--- src/hw/tec_pkg.sv ---
package tec_pkg;
  localparam int unsigned TEC_ADDR_W = 5;
  localparam int unsigned TEC_CNT_W = 16;

  // register byte offsets, one aligned word each
  localparam logic [4:0] TEC_OFF_A_LO = 5'h00;
  localparam logic [4:0] TEC_OFF_A_HI = 5'h04;
  localparam logic [4:0] TEC_OFF_B_LO = 5'h08;
  localparam logic [4:0] TEC_OFF_B_HI = 5'h0C;
  localparam logic [4:0] TEC_OFF_CTRL = 5'h10;
  localparam logic [4:0] TEC_OFF_CONV = 5'h14;
  localparam logic [4:0] TEC_OFF_STAT = 5'h18;

  // counter_control_reg fields
  localparam int unsigned TEC_CTRL_MODE_LSB = 5;
  localparam int unsigned TEC_CTRL_RUN = 4;
  localparam int unsigned TEC_CTRL_EDGE = 3;
  localparam logic [7:0] TEC_CTRL_MASK = 8'h78;
  localparam logic [7:0] TEC_CTRL_RST = 8'h08;

  // converter_control_reg fields
  localparam int unsigned TEC_CONV_BSEL = 6;
  localparam int unsigned TEC_CONV_EN = 1;
  localparam int unsigned TEC_CONV_OVSEL = 0;
  localparam logic [7:0] TEC_CONV_RST = 8'h00;

  // status register: request flag, write one to clear
  localparam int unsigned TEC_STAT_FLAG = 0;

  // two-bit operating mode codes
  localparam logic [1:0] TEC_MODE_NONE = 2'h0;
  localparam logic [1:0] TEC_MODE_EVENT = 2'h1;
  localparam logic [1:0] TEC_MODE_TIMER = 2'h2;
  localparam logic [1:0] TEC_MODE_PULSE = 2'h3;

  localparam logic [15:0] TEC_CNT_RST = 16'h0000;
  localparam logic [1:0] TEC_RESP_OKAY = 2'h0;
  localparam logic [1:0] TEC_RESP_SLVERR = 2'h2;

  typedef enum {
    TEC_SEL_A_LO, TEC_SEL_A_HI, TEC_SEL_B_LO, TEC_SEL_B_HI,
    TEC_SEL_CTRL, TEC_SEL_CONV, TEC_SEL_STAT, TEC_SEL_NONE
  } tec_sel_e;
endpackage : tec_pkg

--- src/hw/tec_pin_sync.sv ---
`timescale 1ns/1ps
module tec_pin_sync
  import tec_pkg::*;
#(
  parameter int unsigned W = 3
) (
  input wire logic mclk,
  input wire logic arst_n,
  input wire logic ce,
  input wire logic [W-1:0] din,
  output logic [W-1:0] level,
  output logic [W-1:0] rise,
  output logic [W-1:0] fall
);
  typedef struct packed {
    logic [W-1:0] s1;
    logic [W-1:0] s2;
    logic [W-1:0] s3;
    logic [W-1:0] filt;
    logic [W-1:0] rise;
    logic [W-1:0] fall;
  } tec_sync_s;

  tec_sync_s r;
  tec_sync_s next_r;

  // s1 feeds only s2; a change is taken once s2 and s3 agree
  always_comb begin
    next_r = r;
    next_r.s1 = din;
    next_r.s2 = r.s1;
    next_r.s3 = r.s2;
    for (int i = 0; i < W; i++) begin
      next_r.rise[i] = 1'b0;
      next_r.fall[i] = 1'b0;
      if (r.s2[i] == r.s3[i] && r.s3[i] != r.filt[i]) begin
        next_r.filt[i] = r.s3[i];
        next_r.rise[i] = r.s3[i];
        next_r.fall[i] = ~r.s3[i];
      end
    end
  end

  always_ff @(posedge mclk or negedge arst_n) begin
    if (!arst_n) begin
      r <= '0;
    end else if (ce) begin
      r <= next_r;
    end
  end

  assign level = r.filt;
  assign rise = r.rise;
  assign fall = r.fall;
endmodule : tec_pin_sync

--- src/hw/tec_timer.sv ---
// Function
// converter off: one 16-bit counter, B preloads
// preload low write buffered, high write loads
// counter high read latches low byte
// preload write also loads stopped counter
// high byte read holds off counting
// mode field picks event, timer, pulse width
// count to FFFF, reload and raise flag
// event edge: 0 rising, 1 falling
// pulse width: start edge, stop edge, clear run
// single pulse measured, overflow reloads too
// count only while run set
// converter on: two independent 16-bit counters
// timer B clock: oscillator or reference
// overflow source select picks A or B
// selected overflow: flag, stop, clear run
// counter bytes locked while converter runs
// converter: low write buffered, high loads
// converter: high read latches low byte
// software writes low first, reads high first
// converter never reloads; B keeps result
// software loads counters before enabling
// software sets timer mode in converter
`timescale 1ns/1ps
module tec_timer
  import tec_pkg::*;
(
  input wire logic mclk,
  input wire logic arst_n,
  input wire logic ce,
  input wire logic [TEC_ADDR_W-1:0] s_axi_awaddr,
  input wire logic s_axi_awvalid,
  output logic s_axi_awready,
  input wire logic [31:0] s_axi_wdata,
  input wire logic [3:0] s_axi_wstrb,
  input wire logic s_axi_wvalid,
  output logic s_axi_wready,
  output logic [1:0] s_axi_bresp,
  output logic s_axi_bvalid,
  input wire logic s_axi_bready,
  input wire logic [TEC_ADDR_W-1:0] s_axi_araddr,
  input wire logic s_axi_arvalid,
  output logic s_axi_arready,
  output logic [31:0] s_axi_rdata,
  output logic [1:0] s_axi_rresp,
  output logic s_axi_rvalid,
  input wire logic s_axi_rready,
  input wire logic measure_input_pin,
  input wire logic rf_osc_out,
  input wire logic low_speed_ref_osc,
  output logic rc_timer_request_flag
);
  localparam logic [TEC_CNT_W-1:0] CNT_MAX = '1;

  typedef struct packed {
    logic awready;
    logic wready;
    logic arready;
    logic aw_got;
    logic [TEC_ADDR_W-1:0] aw_addr;
    logic w_got;
    logic [7:0] w_data;
    logic w_lane0;
    logic bvalid;
    logic [1:0] bresp;
    logic rvalid;
    logic [31:0] rdata;
    logic [1:0] rresp;
    logic [TEC_CNT_W-1:0] cnt_a;
    logic [TEC_CNT_W-1:0] cnt_b;
    logic [7:0] lo_buf;
    logic [1:0] mode;
    logic run;
    logic edge_pol;
    logic bsel;
    logic conv;
    logic ovsel;
    logic flag;
    logic pw_active;
  } tec_state_s;

  tec_state_s r;
  tec_state_s next_r;

  logic [2:0] pin_level;
  logic [2:0] pin_rise;
  logic [2:0] pin_fall;

  // pins cross into mclk through three stages; bit 0 measure,
  // bit 1 oscillator output, bit 2 reference oscillator
  tec_pin_sync #(
    .W(3)
  ) u_sync (
    .mclk(mclk),
    .arst_n(arst_n),
    .ce(ce),
    .din({low_speed_ref_osc, rf_osc_out, measure_input_pin}),
    .level(),
    .rise(pin_rise),
    .fall(pin_fall)
  );

  function automatic tec_sel_e reg_sel(
    input logic [TEC_ADDR_W-1:0] a
  );
    case (a)
      TEC_OFF_A_LO: reg_sel = TEC_SEL_A_LO;
      TEC_OFF_A_HI: reg_sel = TEC_SEL_A_HI;
      TEC_OFF_B_LO: reg_sel = TEC_SEL_B_LO;
      TEC_OFF_B_HI: reg_sel = TEC_SEL_B_HI;
      TEC_OFF_CTRL: reg_sel = TEC_SEL_CTRL;
      TEC_OFF_CONV: reg_sel = TEC_SEL_CONV;
      TEC_OFF_STAT: reg_sel = TEC_SEL_STAT;
      default: reg_sel = TEC_SEL_NONE;
    endcase
  endfunction : reg_sel

  tec_sel_e wsel;
  tec_sel_e rsel;
  logic do_wr;
  logic rd_take;
  logic locked;
  logic hold;
  logic a_tick;
  logic b_tick;
  logic evt_edge;
  logic pw_start;
  logic pw_stop;
  logic ov_a;
  logic ov_b;

  always_comb begin
    next_r = r;
    wsel = reg_sel(r.aw_addr);
    rsel = reg_sel(s_axi_araddr);
    locked = r.conv && r.run;
    do_wr = r.aw_got && r.w_got && !r.bvalid;
    rd_take = s_axi_arvalid && r.arready;
    // with the converter off, a read of the A high byte stalls the count for that cycle
    hold = rd_take && rsel == TEC_SEL_A_HI && !r.conv;
    evt_edge = r.edge_pol ? pin_fall[0] : pin_rise[0];
    pw_start = r.edge_pol ? pin_rise[0] : pin_fall[0];
    pw_stop = r.edge_pol ? pin_fall[0] : pin_rise[0];
    a_tick = 1'b0;
    b_tick = 1'b0;
    ov_a = 1'b0;
    ov_b = 1'b0;

    // write channels, taken in either order
    if (s_axi_awvalid && r.awready) begin
      next_r.aw_got = 1'b1;
      next_r.aw_addr = s_axi_awaddr;
    end
    if (s_axi_wvalid && r.wready) begin
      next_r.w_got = 1'b1;
      next_r.w_data = s_axi_wdata[7:0];
      next_r.w_lane0 = s_axi_wstrb[0];
    end
    if (r.bvalid && s_axi_bready) begin
      next_r.bvalid = 1'b0;
    end
    if (do_wr) begin
      next_r.aw_got = 1'b0;
      next_r.w_got = 1'b0;
      next_r.bvalid = 1'b1;
      next_r.bresp = (wsel == TEC_SEL_NONE) ? TEC_RESP_SLVERR
                                            : TEC_RESP_OKAY;
      if (r.w_lane0) begin
        case (wsel)
          TEC_SEL_A_LO, TEC_SEL_B_LO: begin
            if (!locked) begin
              next_r.lo_buf = r.w_data;
            end
          end
          TEC_SEL_A_HI: begin
            // in counter mode A is the live count; it loads from B
            if (r.conv && !r.run) begin
              next_r.cnt_a = {r.w_data, r.lo_buf};
            end
          end
          TEC_SEL_B_HI: begin
            if (!locked) begin
              next_r.cnt_b = {r.w_data, r.lo_buf};
              if (!r.conv && !r.run) begin
                next_r.cnt_a = {r.w_data, r.lo_buf};
              end
            end
          end
          TEC_SEL_CTRL: begin
            next_r.mode = r.w_data[TEC_CTRL_MODE_LSB +: 2];
            next_r.run = r.w_data[TEC_CTRL_RUN];
            next_r.edge_pol = r.w_data[TEC_CTRL_EDGE];
            next_r.pw_active = 1'b0;
          end
          TEC_SEL_CONV: begin
            next_r.bsel = r.w_data[TEC_CONV_BSEL];
            next_r.conv = r.w_data[TEC_CONV_EN];
            next_r.ovsel = r.w_data[TEC_CONV_OVSEL];
          end
          TEC_SEL_STAT: begin
            if (r.w_data[TEC_STAT_FLAG]) begin
              next_r.flag = 1'b0;
            end
          end
          default: begin
          end
        endcase
      end
    end

    // read channel; arready is low while an answer stands
    if (r.rvalid && s_axi_rready) begin
      next_r.rvalid = 1'b0;
    end
    if (rd_take) begin
      next_r.rvalid = 1'b1;
      next_r.rdata = '0;
      next_r.rresp = TEC_RESP_OKAY;
      case (rsel)
        TEC_SEL_A_LO, TEC_SEL_B_LO: begin
          if (!locked) begin
            next_r.rdata[7:0] = r.lo_buf;
          end
        end
        TEC_SEL_A_HI: begin
          if (!locked) begin
            next_r.rdata[7:0] = r.cnt_a[15:8];
            next_r.lo_buf = r.cnt_a[7:0];
          end
        end
        TEC_SEL_B_HI: begin
          if (!locked) begin
            next_r.rdata[7:0] = r.cnt_b[15:8];
            next_r.lo_buf = r.cnt_b[7:0];
          end
        end
        TEC_SEL_CTRL: begin
          next_r.rdata[TEC_CTRL_MODE_LSB +: 2] = r.mode;
          next_r.rdata[TEC_CTRL_RUN] = r.run;
          next_r.rdata[TEC_CTRL_EDGE] = r.edge_pol;
        end
        TEC_SEL_CONV: begin
          next_r.rdata[TEC_CONV_BSEL] = r.bsel;
          next_r.rdata[TEC_CONV_EN] = r.conv;
          next_r.rdata[TEC_CONV_OVSEL] = r.ovsel;
        end
        TEC_SEL_STAT: begin
          next_r.rdata[TEC_STAT_FLAG] = r.flag;
        end
        default: begin
          next_r.rresp = TEC_RESP_SLVERR;
        end
      endcase
    end

    // counting runs after the bus so hardware set and clear win
    if (r.run && !r.conv) begin
      case (r.mode)
        TEC_MODE_EVENT: a_tick = evt_edge;
        TEC_MODE_TIMER: a_tick = 1'b1;
        TEC_MODE_PULSE: begin
          // edges, not levels, start and stop; one pulse only
          if (!r.pw_active) begin
            next_r.pw_active = pw_start;
          end else if (pw_stop) begin
            next_r.pw_active = 1'b0;
            next_r.run = 1'b0;
          end else begin
            a_tick = 1'b1;
          end
        end
        default: a_tick = 1'b0;
      endcase
      if (a_tick && !hold) begin
        if (r.cnt_a == CNT_MAX) begin
          next_r.cnt_a = r.cnt_b;
          next_r.flag = 1'b1;
        end else begin
          next_r.cnt_a = r.cnt_a + 1'b1;
        end
      end
    end else if (r.run && r.conv) begin
      a_tick = (r.mode == TEC_MODE_EVENT) ? evt_edge : 1'b1;
      b_tick = r.bsel ? pin_rise[1] : pin_rise[2];
      ov_a = a_tick && r.cnt_a == CNT_MAX;
      ov_b = b_tick && r.cnt_b == CNT_MAX;
      // plain wrap, no preset reload in this mode
      if (a_tick) begin
        next_r.cnt_a = r.cnt_a + 1'b1;
      end
      if (b_tick) begin
        next_r.cnt_b = r.cnt_b + 1'b1;
      end
      if (r.ovsel ? ov_b : ov_a) begin
        next_r.flag = 1'b1;
        next_r.run = 1'b0;
      end
    end

    next_r.awready = !next_r.aw_got && !next_r.bvalid;
    next_r.wready = !next_r.w_got && !next_r.bvalid;
    next_r.arready = !next_r.rvalid;
  end

  always_ff @(posedge mclk or negedge arst_n) begin
    if (!arst_n) begin
      r <= '0;
      r.awready <= 1'b1;
      r.wready <= 1'b1;
      r.arready <= 1'b1;
      r.cnt_a <= TEC_CNT_RST;
      r.cnt_b <= TEC_CNT_RST;
      r.mode <= TEC_CTRL_RST[TEC_CTRL_MODE_LSB +: 2];
      r.run <= TEC_CTRL_RST[TEC_CTRL_RUN];
      r.edge_pol <= TEC_CTRL_RST[TEC_CTRL_EDGE];
      r.bsel <= TEC_CONV_RST[TEC_CONV_BSEL];
      r.conv <= TEC_CONV_RST[TEC_CONV_EN];
      r.ovsel <= TEC_CONV_RST[TEC_CONV_OVSEL];
    end else if (ce) begin
      r <= next_r;
    end
  end

  assign s_axi_awready = r.awready;
  assign s_axi_wready = r.wready;
  assign s_axi_bresp = r.bresp;
  assign s_axi_bvalid = r.bvalid;
  assign s_axi_arready = r.arready;
  assign s_axi_rdata = r.rdata;
  assign s_axi_rresp = r.rresp;
  assign s_axi_rvalid = r.rvalid;
  assign rc_timer_request_flag = r.flag;
endmodule : tec_timer

--- config.mk ---
export PLATFORM = sky130hd
export DESIGN_NAME = tec_timer
export DESIGN_NICKNAME = d
export VERILOG_FILES = /design/src/hw/tec_pkg.sv /design/src/hw/tec_pin_sync.sv /design/src/hw/tec_timer.sv
export SDC_FILE = /design/constraint.sdc
export NUM_CORES = 1
export LEC_CHECK = 0
export BUFFER_PORTS_ARGS = -buffer_cell sky130_fd_sc_hd__clkbuf_2
export CORE_MARGIN = 2
export CORE_UTILIZATION = 25
export CTS_CLUSTER_DIAMETER = 50
export DETAILED_ROUTE_END_ITERATION = 6
export SETUP_SLACK_MARGIN = 0.3
export SLEW_MARGIN = 30
export SYNTH_ARGS = -nofsm -noshare
export SYNTH_HDL_FRONTEND = slang
export SYNTH_HIERARCHICAL = 1
export SYNTH_SLANG_ARGS = --single-unit
--- constraint.sdc ---
create_clock -name mclk -period 6 [get_ports mclk]
set_input_delay 1.5 -clock mclk [delete_from_list [all_inputs] [get_ports mclk]]
set_output_delay 1.5 -clock mclk [all_outputs]
set_load 0.005 [all_outputs]
== Word level (Yosys, flattened, before mapping) ==
Cells that the tools add are included.
Storage, ports and cells
  register bits: 98
  input port bits: 57
  output and inout port bits: 42
  logic and storage cells: 191
Operators by class
  add/subtract/negate cells: 2
  equality and inequality tests: 37
  mux-type cells: 74
  bitwise operators: 1
  reductions and logical operators: 45
Operators by type and width (number)
  $eq A32 B3 Y1 const B: 6
  $eq A32 B2 Y1 const B: 5
  $mux W16: 9
  $mux W49: 2
  $eq A32 B1 Y1 const B: 2
  $logic_not A32 Y1: 2
  $mux W32: 2
  $mux W8: 8
  $pmux W3 S7: 2
  $mux W35: 1
  $mux W1: 34
  $add A16 B1 Y16 const B: 2
  $eq A16 B16 Y1 const B: 2
  $eq A32 B4 Y1 const B: 1
  $pmux W16 S2: 1
  $eq A5 B5 Y1 const B: 6
  $logic_and A1 B1 Y1: 21
  $eq A5 B4 Y1 const B: 4
  $pmux W8 S2: 1
  $reduce_and A2 Y1: 7
  $pmux W3 S4: 1
  $eq A5 B3 Y1 const B: 2
  $logic_not A5 Y1: 2
  $mux W10: 1
  16 further kinds: 35

== Longest topological paths before layout ==
  word-level depth: 11
  depth in mapped cells: 8
  gate-level depth less buffers: 7

== By module ==
The synthesis kept the hierarchy.
Modules (own cells, without submodules)
  tec_timer: instances 1, cells an instance 564, area each 5185.0 sq um, sequential area each 2006.9 sq um
  tec_pin_sync: instances 1, cells an instance 70, area each 862.1 sq um, sequential area each 450.4 sq um

== Least setup slack after synthesis ==
No wires, ideal clock.
  path kind: input port to flip-flop
  from: input s_axi_araddr[4]
  to: register r[41] (netlist name)
  data arrival time: 2.934 ns
  slack: 2.942 ns
  stages: 7
  buffers on the path: 1
  path through: or3_1 > o21ba_1 > and3_1 > a21oi_2 > buf_4 > a21oi_1 > a211o_1
Between the ends
  longest elaborated chain between the ends: 9
  elaborated cells between the ends (all ways): 15
  those cells by class: eq/ne (7); mux (3); reduce/logical (5)
RTL lines
  from (decl): RTL line tec_timer.sv:41  | input wire logic [TEC_ADDR_W-1:0] s_axi_araddr,
  $eq A5 B5 Y1 (tied with other cells): RTL line tec_timer.sv:106  | case (a)
  $pmux W3 S7 (*): RTL line tec_timer.sv:106
  $eq A32 B2 Y1 (*): RTL line tec_timer.sv:140  | hold = rd_take && rsel == TEC_SEL_A_HI && !r.conv;
  $logic_and A1 B1 Y1 (*) (2 in series): RTL line tec_timer.sv:140
  $logic_not A1 Y1 (*): RTL line tec_timer.sv:274  | if (a_tick && !hold) begin
  $logic_and A1 B1 Y1 (*): RTL line tec_timer.sv:274
  $mux W16 (*): RTL line tec_timer.sv:274
  $mux W16 (*): RTL line tec_timer.sv:257  | if (r.run && !r.conv) begin
  to (signal assigned): RTL line tec_timer.sv:320  | r <= next_r;
  to (decl): RTL line tec_timer.sv:82  | tec_state_s r;
Mark *: on every way between the ends. The rest lies on a longest branch, timed or not.
A chain may end at the register's enable or synchronous reset.

== Worst setup path after layout ==
  from: input s_axi_araddr[3]
  to: register r[35] (netlist name)
Same word-level chain as after synthesis.

==> impl_metrics.py <==
metrics = {
    "worst_hold_path": {
        "min_path_type": "reg2reg",
        "hold_start": "s_axi_rdata[3]",
    },
    "critical_path": {
        "startpoint": "s_axi_araddr[3]",
        "rr_worst_depth": 7,
        "path_cells": "clkbuf_2 -> nand4b_1 -> o21ba_1 -> and3_1 -> a21oi_2 -> o21bai_1 -> a221o_1",
        "start_kind": "input pin",
        "crit_path_end_kind": "flop",
        "cp_slowest_stage_delay_ns": 0.58,
        "crit_family": "compound AO/OA/AOI/OAI gates",
        "endpoint": "r[35]",
        "worstPathMaxFanout": 24,
        "worstPathRequired_ns": 6.25,
        "crit_arrival_ns": 3.75,
        "cp_num_cells": 7,
        "critPathKind": "in2reg",
        "crit_buf_inv": 1,
        "crit_slowest_cell": "a21oi_2",
        "reg2reg_from": "r[34]",
        "r2r-end": "r[35]",
        "r2r_slack_ns": 3.22,
    },
    "global_routing": {
        "grt_pass1_wl_um": 25370,
        "overflow": 0,
        "grt_max_degree": 59,
        "antenna_found_initial": 0,
        "grt_usage_pct": 13.13,
        "first_global_vias": 4397,
    },
    "route": {
        "viasPerCell": 5.015,
        "drc": 0,
        "wl_per_cell_um": 16.75,
        "wirelength_um": 16080,
        "vias": 4814,
        "antenna_left": 0,
        "drt-pass1-iter-count": 5,
        "drtIter0Drc": 465,
    },
    "placed_design": {
        "hpwl_um": 11360,
        "gp_congestion": 0.8763,
        "place_ws_ns": 2.126,
        "port_buffers": 45,
    },
    "sta": {
        "fmaxAchievable_mhz": 285.3,
        "fin_crit_ns": 3.505,
        "worst_pin_slew_ns": 0.8613,
        "hold_viol_final": 0,
        "rsz0062_at_grt": "no",
        "drv_slew": 0,
        "fin_ws_ns": 2.495,
        "setup-tns-final_ns": 0,
        "fin_crit_sh_pct": 58.41,
        "maxSlewHeadroom_pct": 42.05,
        "finClkSkew_ns": 0.01033,
        "setup_viol": 0,
        "whs_ns": 0.4774,
    },
    "clock_network": {
        "cts_buffers": 9,
        "cts_buffer_depth": 2,
        "cts-hold-fix-buffers": 0,
        "insertion_delay_ns": 0.36,
        "cts_resized": 0,
        "htreeDepth": 3,
        "clockRootBuffer": "clkbuf_16",
        "clk_pin_slew_ns": 0.07,
        "post_cts_buffers": 0,
        "cts.sinks": 96,
        "cts_tree": "done",
    },
    "outcome": {
        "status": "finished, final reports clean",
    },
    "final_layout": {
        "drive_gt1_share_pct": 17.63,
        "n_fill_cell": 2495,
        "utilization_pct": 27.67,
        "diodes": 0,
        "synthToLayoutAreaGrowth_pct": 9.139,
        "layout.nets": 695,
    },
    "pwr": {
        "p_per_area_mw_per_mm2": 324.7,
        "power_w": 0.002096,
        "ir_drop_v": 0.0002248,
        "total_leakage_power_nw": 2.764,
    },
    "synth": {
        "syn_inst": 622,
        "synthesis.area_mm2": 0.005914,
        "yosysWarnings": 6,
        "avgSynthCellArea_um2": 9.509,
    },
    "run": {
        "maxCapViolCount": 0,
    },
    "floorplanning": {
        "core_mm2": 0.02333,
        "die_y_um": 157.8,
        "die_w_um": 157.8,
        "die_area_mm2": 0.02490,
        "io_pins": 99,
        "rows": 56,
        "start_util_pct": 25.35,
    },
}
tightest hold or removal path: stages (launching register included):
cell     delay [ns]
dfrtp_1        0.34
nand2_1        0.05
o21ai_0        0.06
cell type report:
class / count / area [µm²] / share of cell area (%)
clock buffers: 12 / 246.5 / 3.819
clock inverters: 4 / 31.28 / 0.4846
inverters: 22 / 82.58 / 1.279
multi-input cells: 456 / 3015 / 46.71
flip-flops and latches: 96 / 2407 / 37.29
well taps: 319 / 399.1 / 6.183
repair buffers: 51 / 272.8 / 4.226
layer usage:
| layer | wire (µm) | track usage [%] | vias up | share of wire [%] |
|---|---|---|---|---|
| met2 | 6841 | 18.92 | 172 | 43 |
| met5 | 0 | 0 | - | 0 |
| met3 | 1049 | 2.902 | 19 | 6.5 |
| met1 | 7966 | 19.52 | 2353 | 50 |
| met4 | 221 | 3.636 | 0 | 1.4 |
| li1 | - | - | 2270 | - |
report_power, final:
group | total [W] | switching (W) | internal [W]
Clock | 0.000556 | 0.000262 | 0.000295
Combinational | 0.000449 | 0.000212 | 0.000237
Sequential | 0.00109 | 0.000274 | 0.000816
flip-flops by register name, indices dropped and copies added, names as in the netlist:
register and count:
s_axi_bresp 1, u_sync/level 3, s_axi_awready 1, s_axi_bvalid 1
s_axi_rvalid 1, u_sync/next_r 6, u_sync/rise 3, u_sync/r 3
r 64, u_sync/fall 1, s_axi_rdata 8, rc_timer_request_flag 1
s_axi_wready 1, s_axi_arready 1, s_axi_rresp 1
worst min-delay path by stage:
stage | slack (ns) | cells after the start | end
2_1_floorplan | 0.45 | 2 | s_axi_rdata[2]
3_3_place_gp | 0.46 | 2 | s_axi_rdata[7]
3_5_place_dp | 0.47 | 2 | s_axi_rdata[6]
4_1_cts | 0.49 | 2 | s_axi_rdata[6]
5_1_grt | 0.51 | 2 | s_axi_rdata[2]
6_report | 0.48 | 2 | s_axi_rdata[3]
layout by cell type, fill, tap and decap left out, drive strengths merged, types with 12 or more instances in the layout:
master and n:
conb 26, nor2 27, a21oi 52, mux2i 31, clkbuf 55, inv 22
o21ai 35, nand2 51, nor3 12, o22ai 16, dfrtp 92, mux2 31
nand3 18, a22oi 13
per-stage QoR:
stage	cell area, µm²	cells
3_3_place_gp	6177	944
3_5_place_dp	6177	944
2_1_floorplan	6008	647
5_1_grt	6455	960
4_1_cts	6455	960
6_report	6455	960
Note: power is estimated with default switching activity, not from simulation.
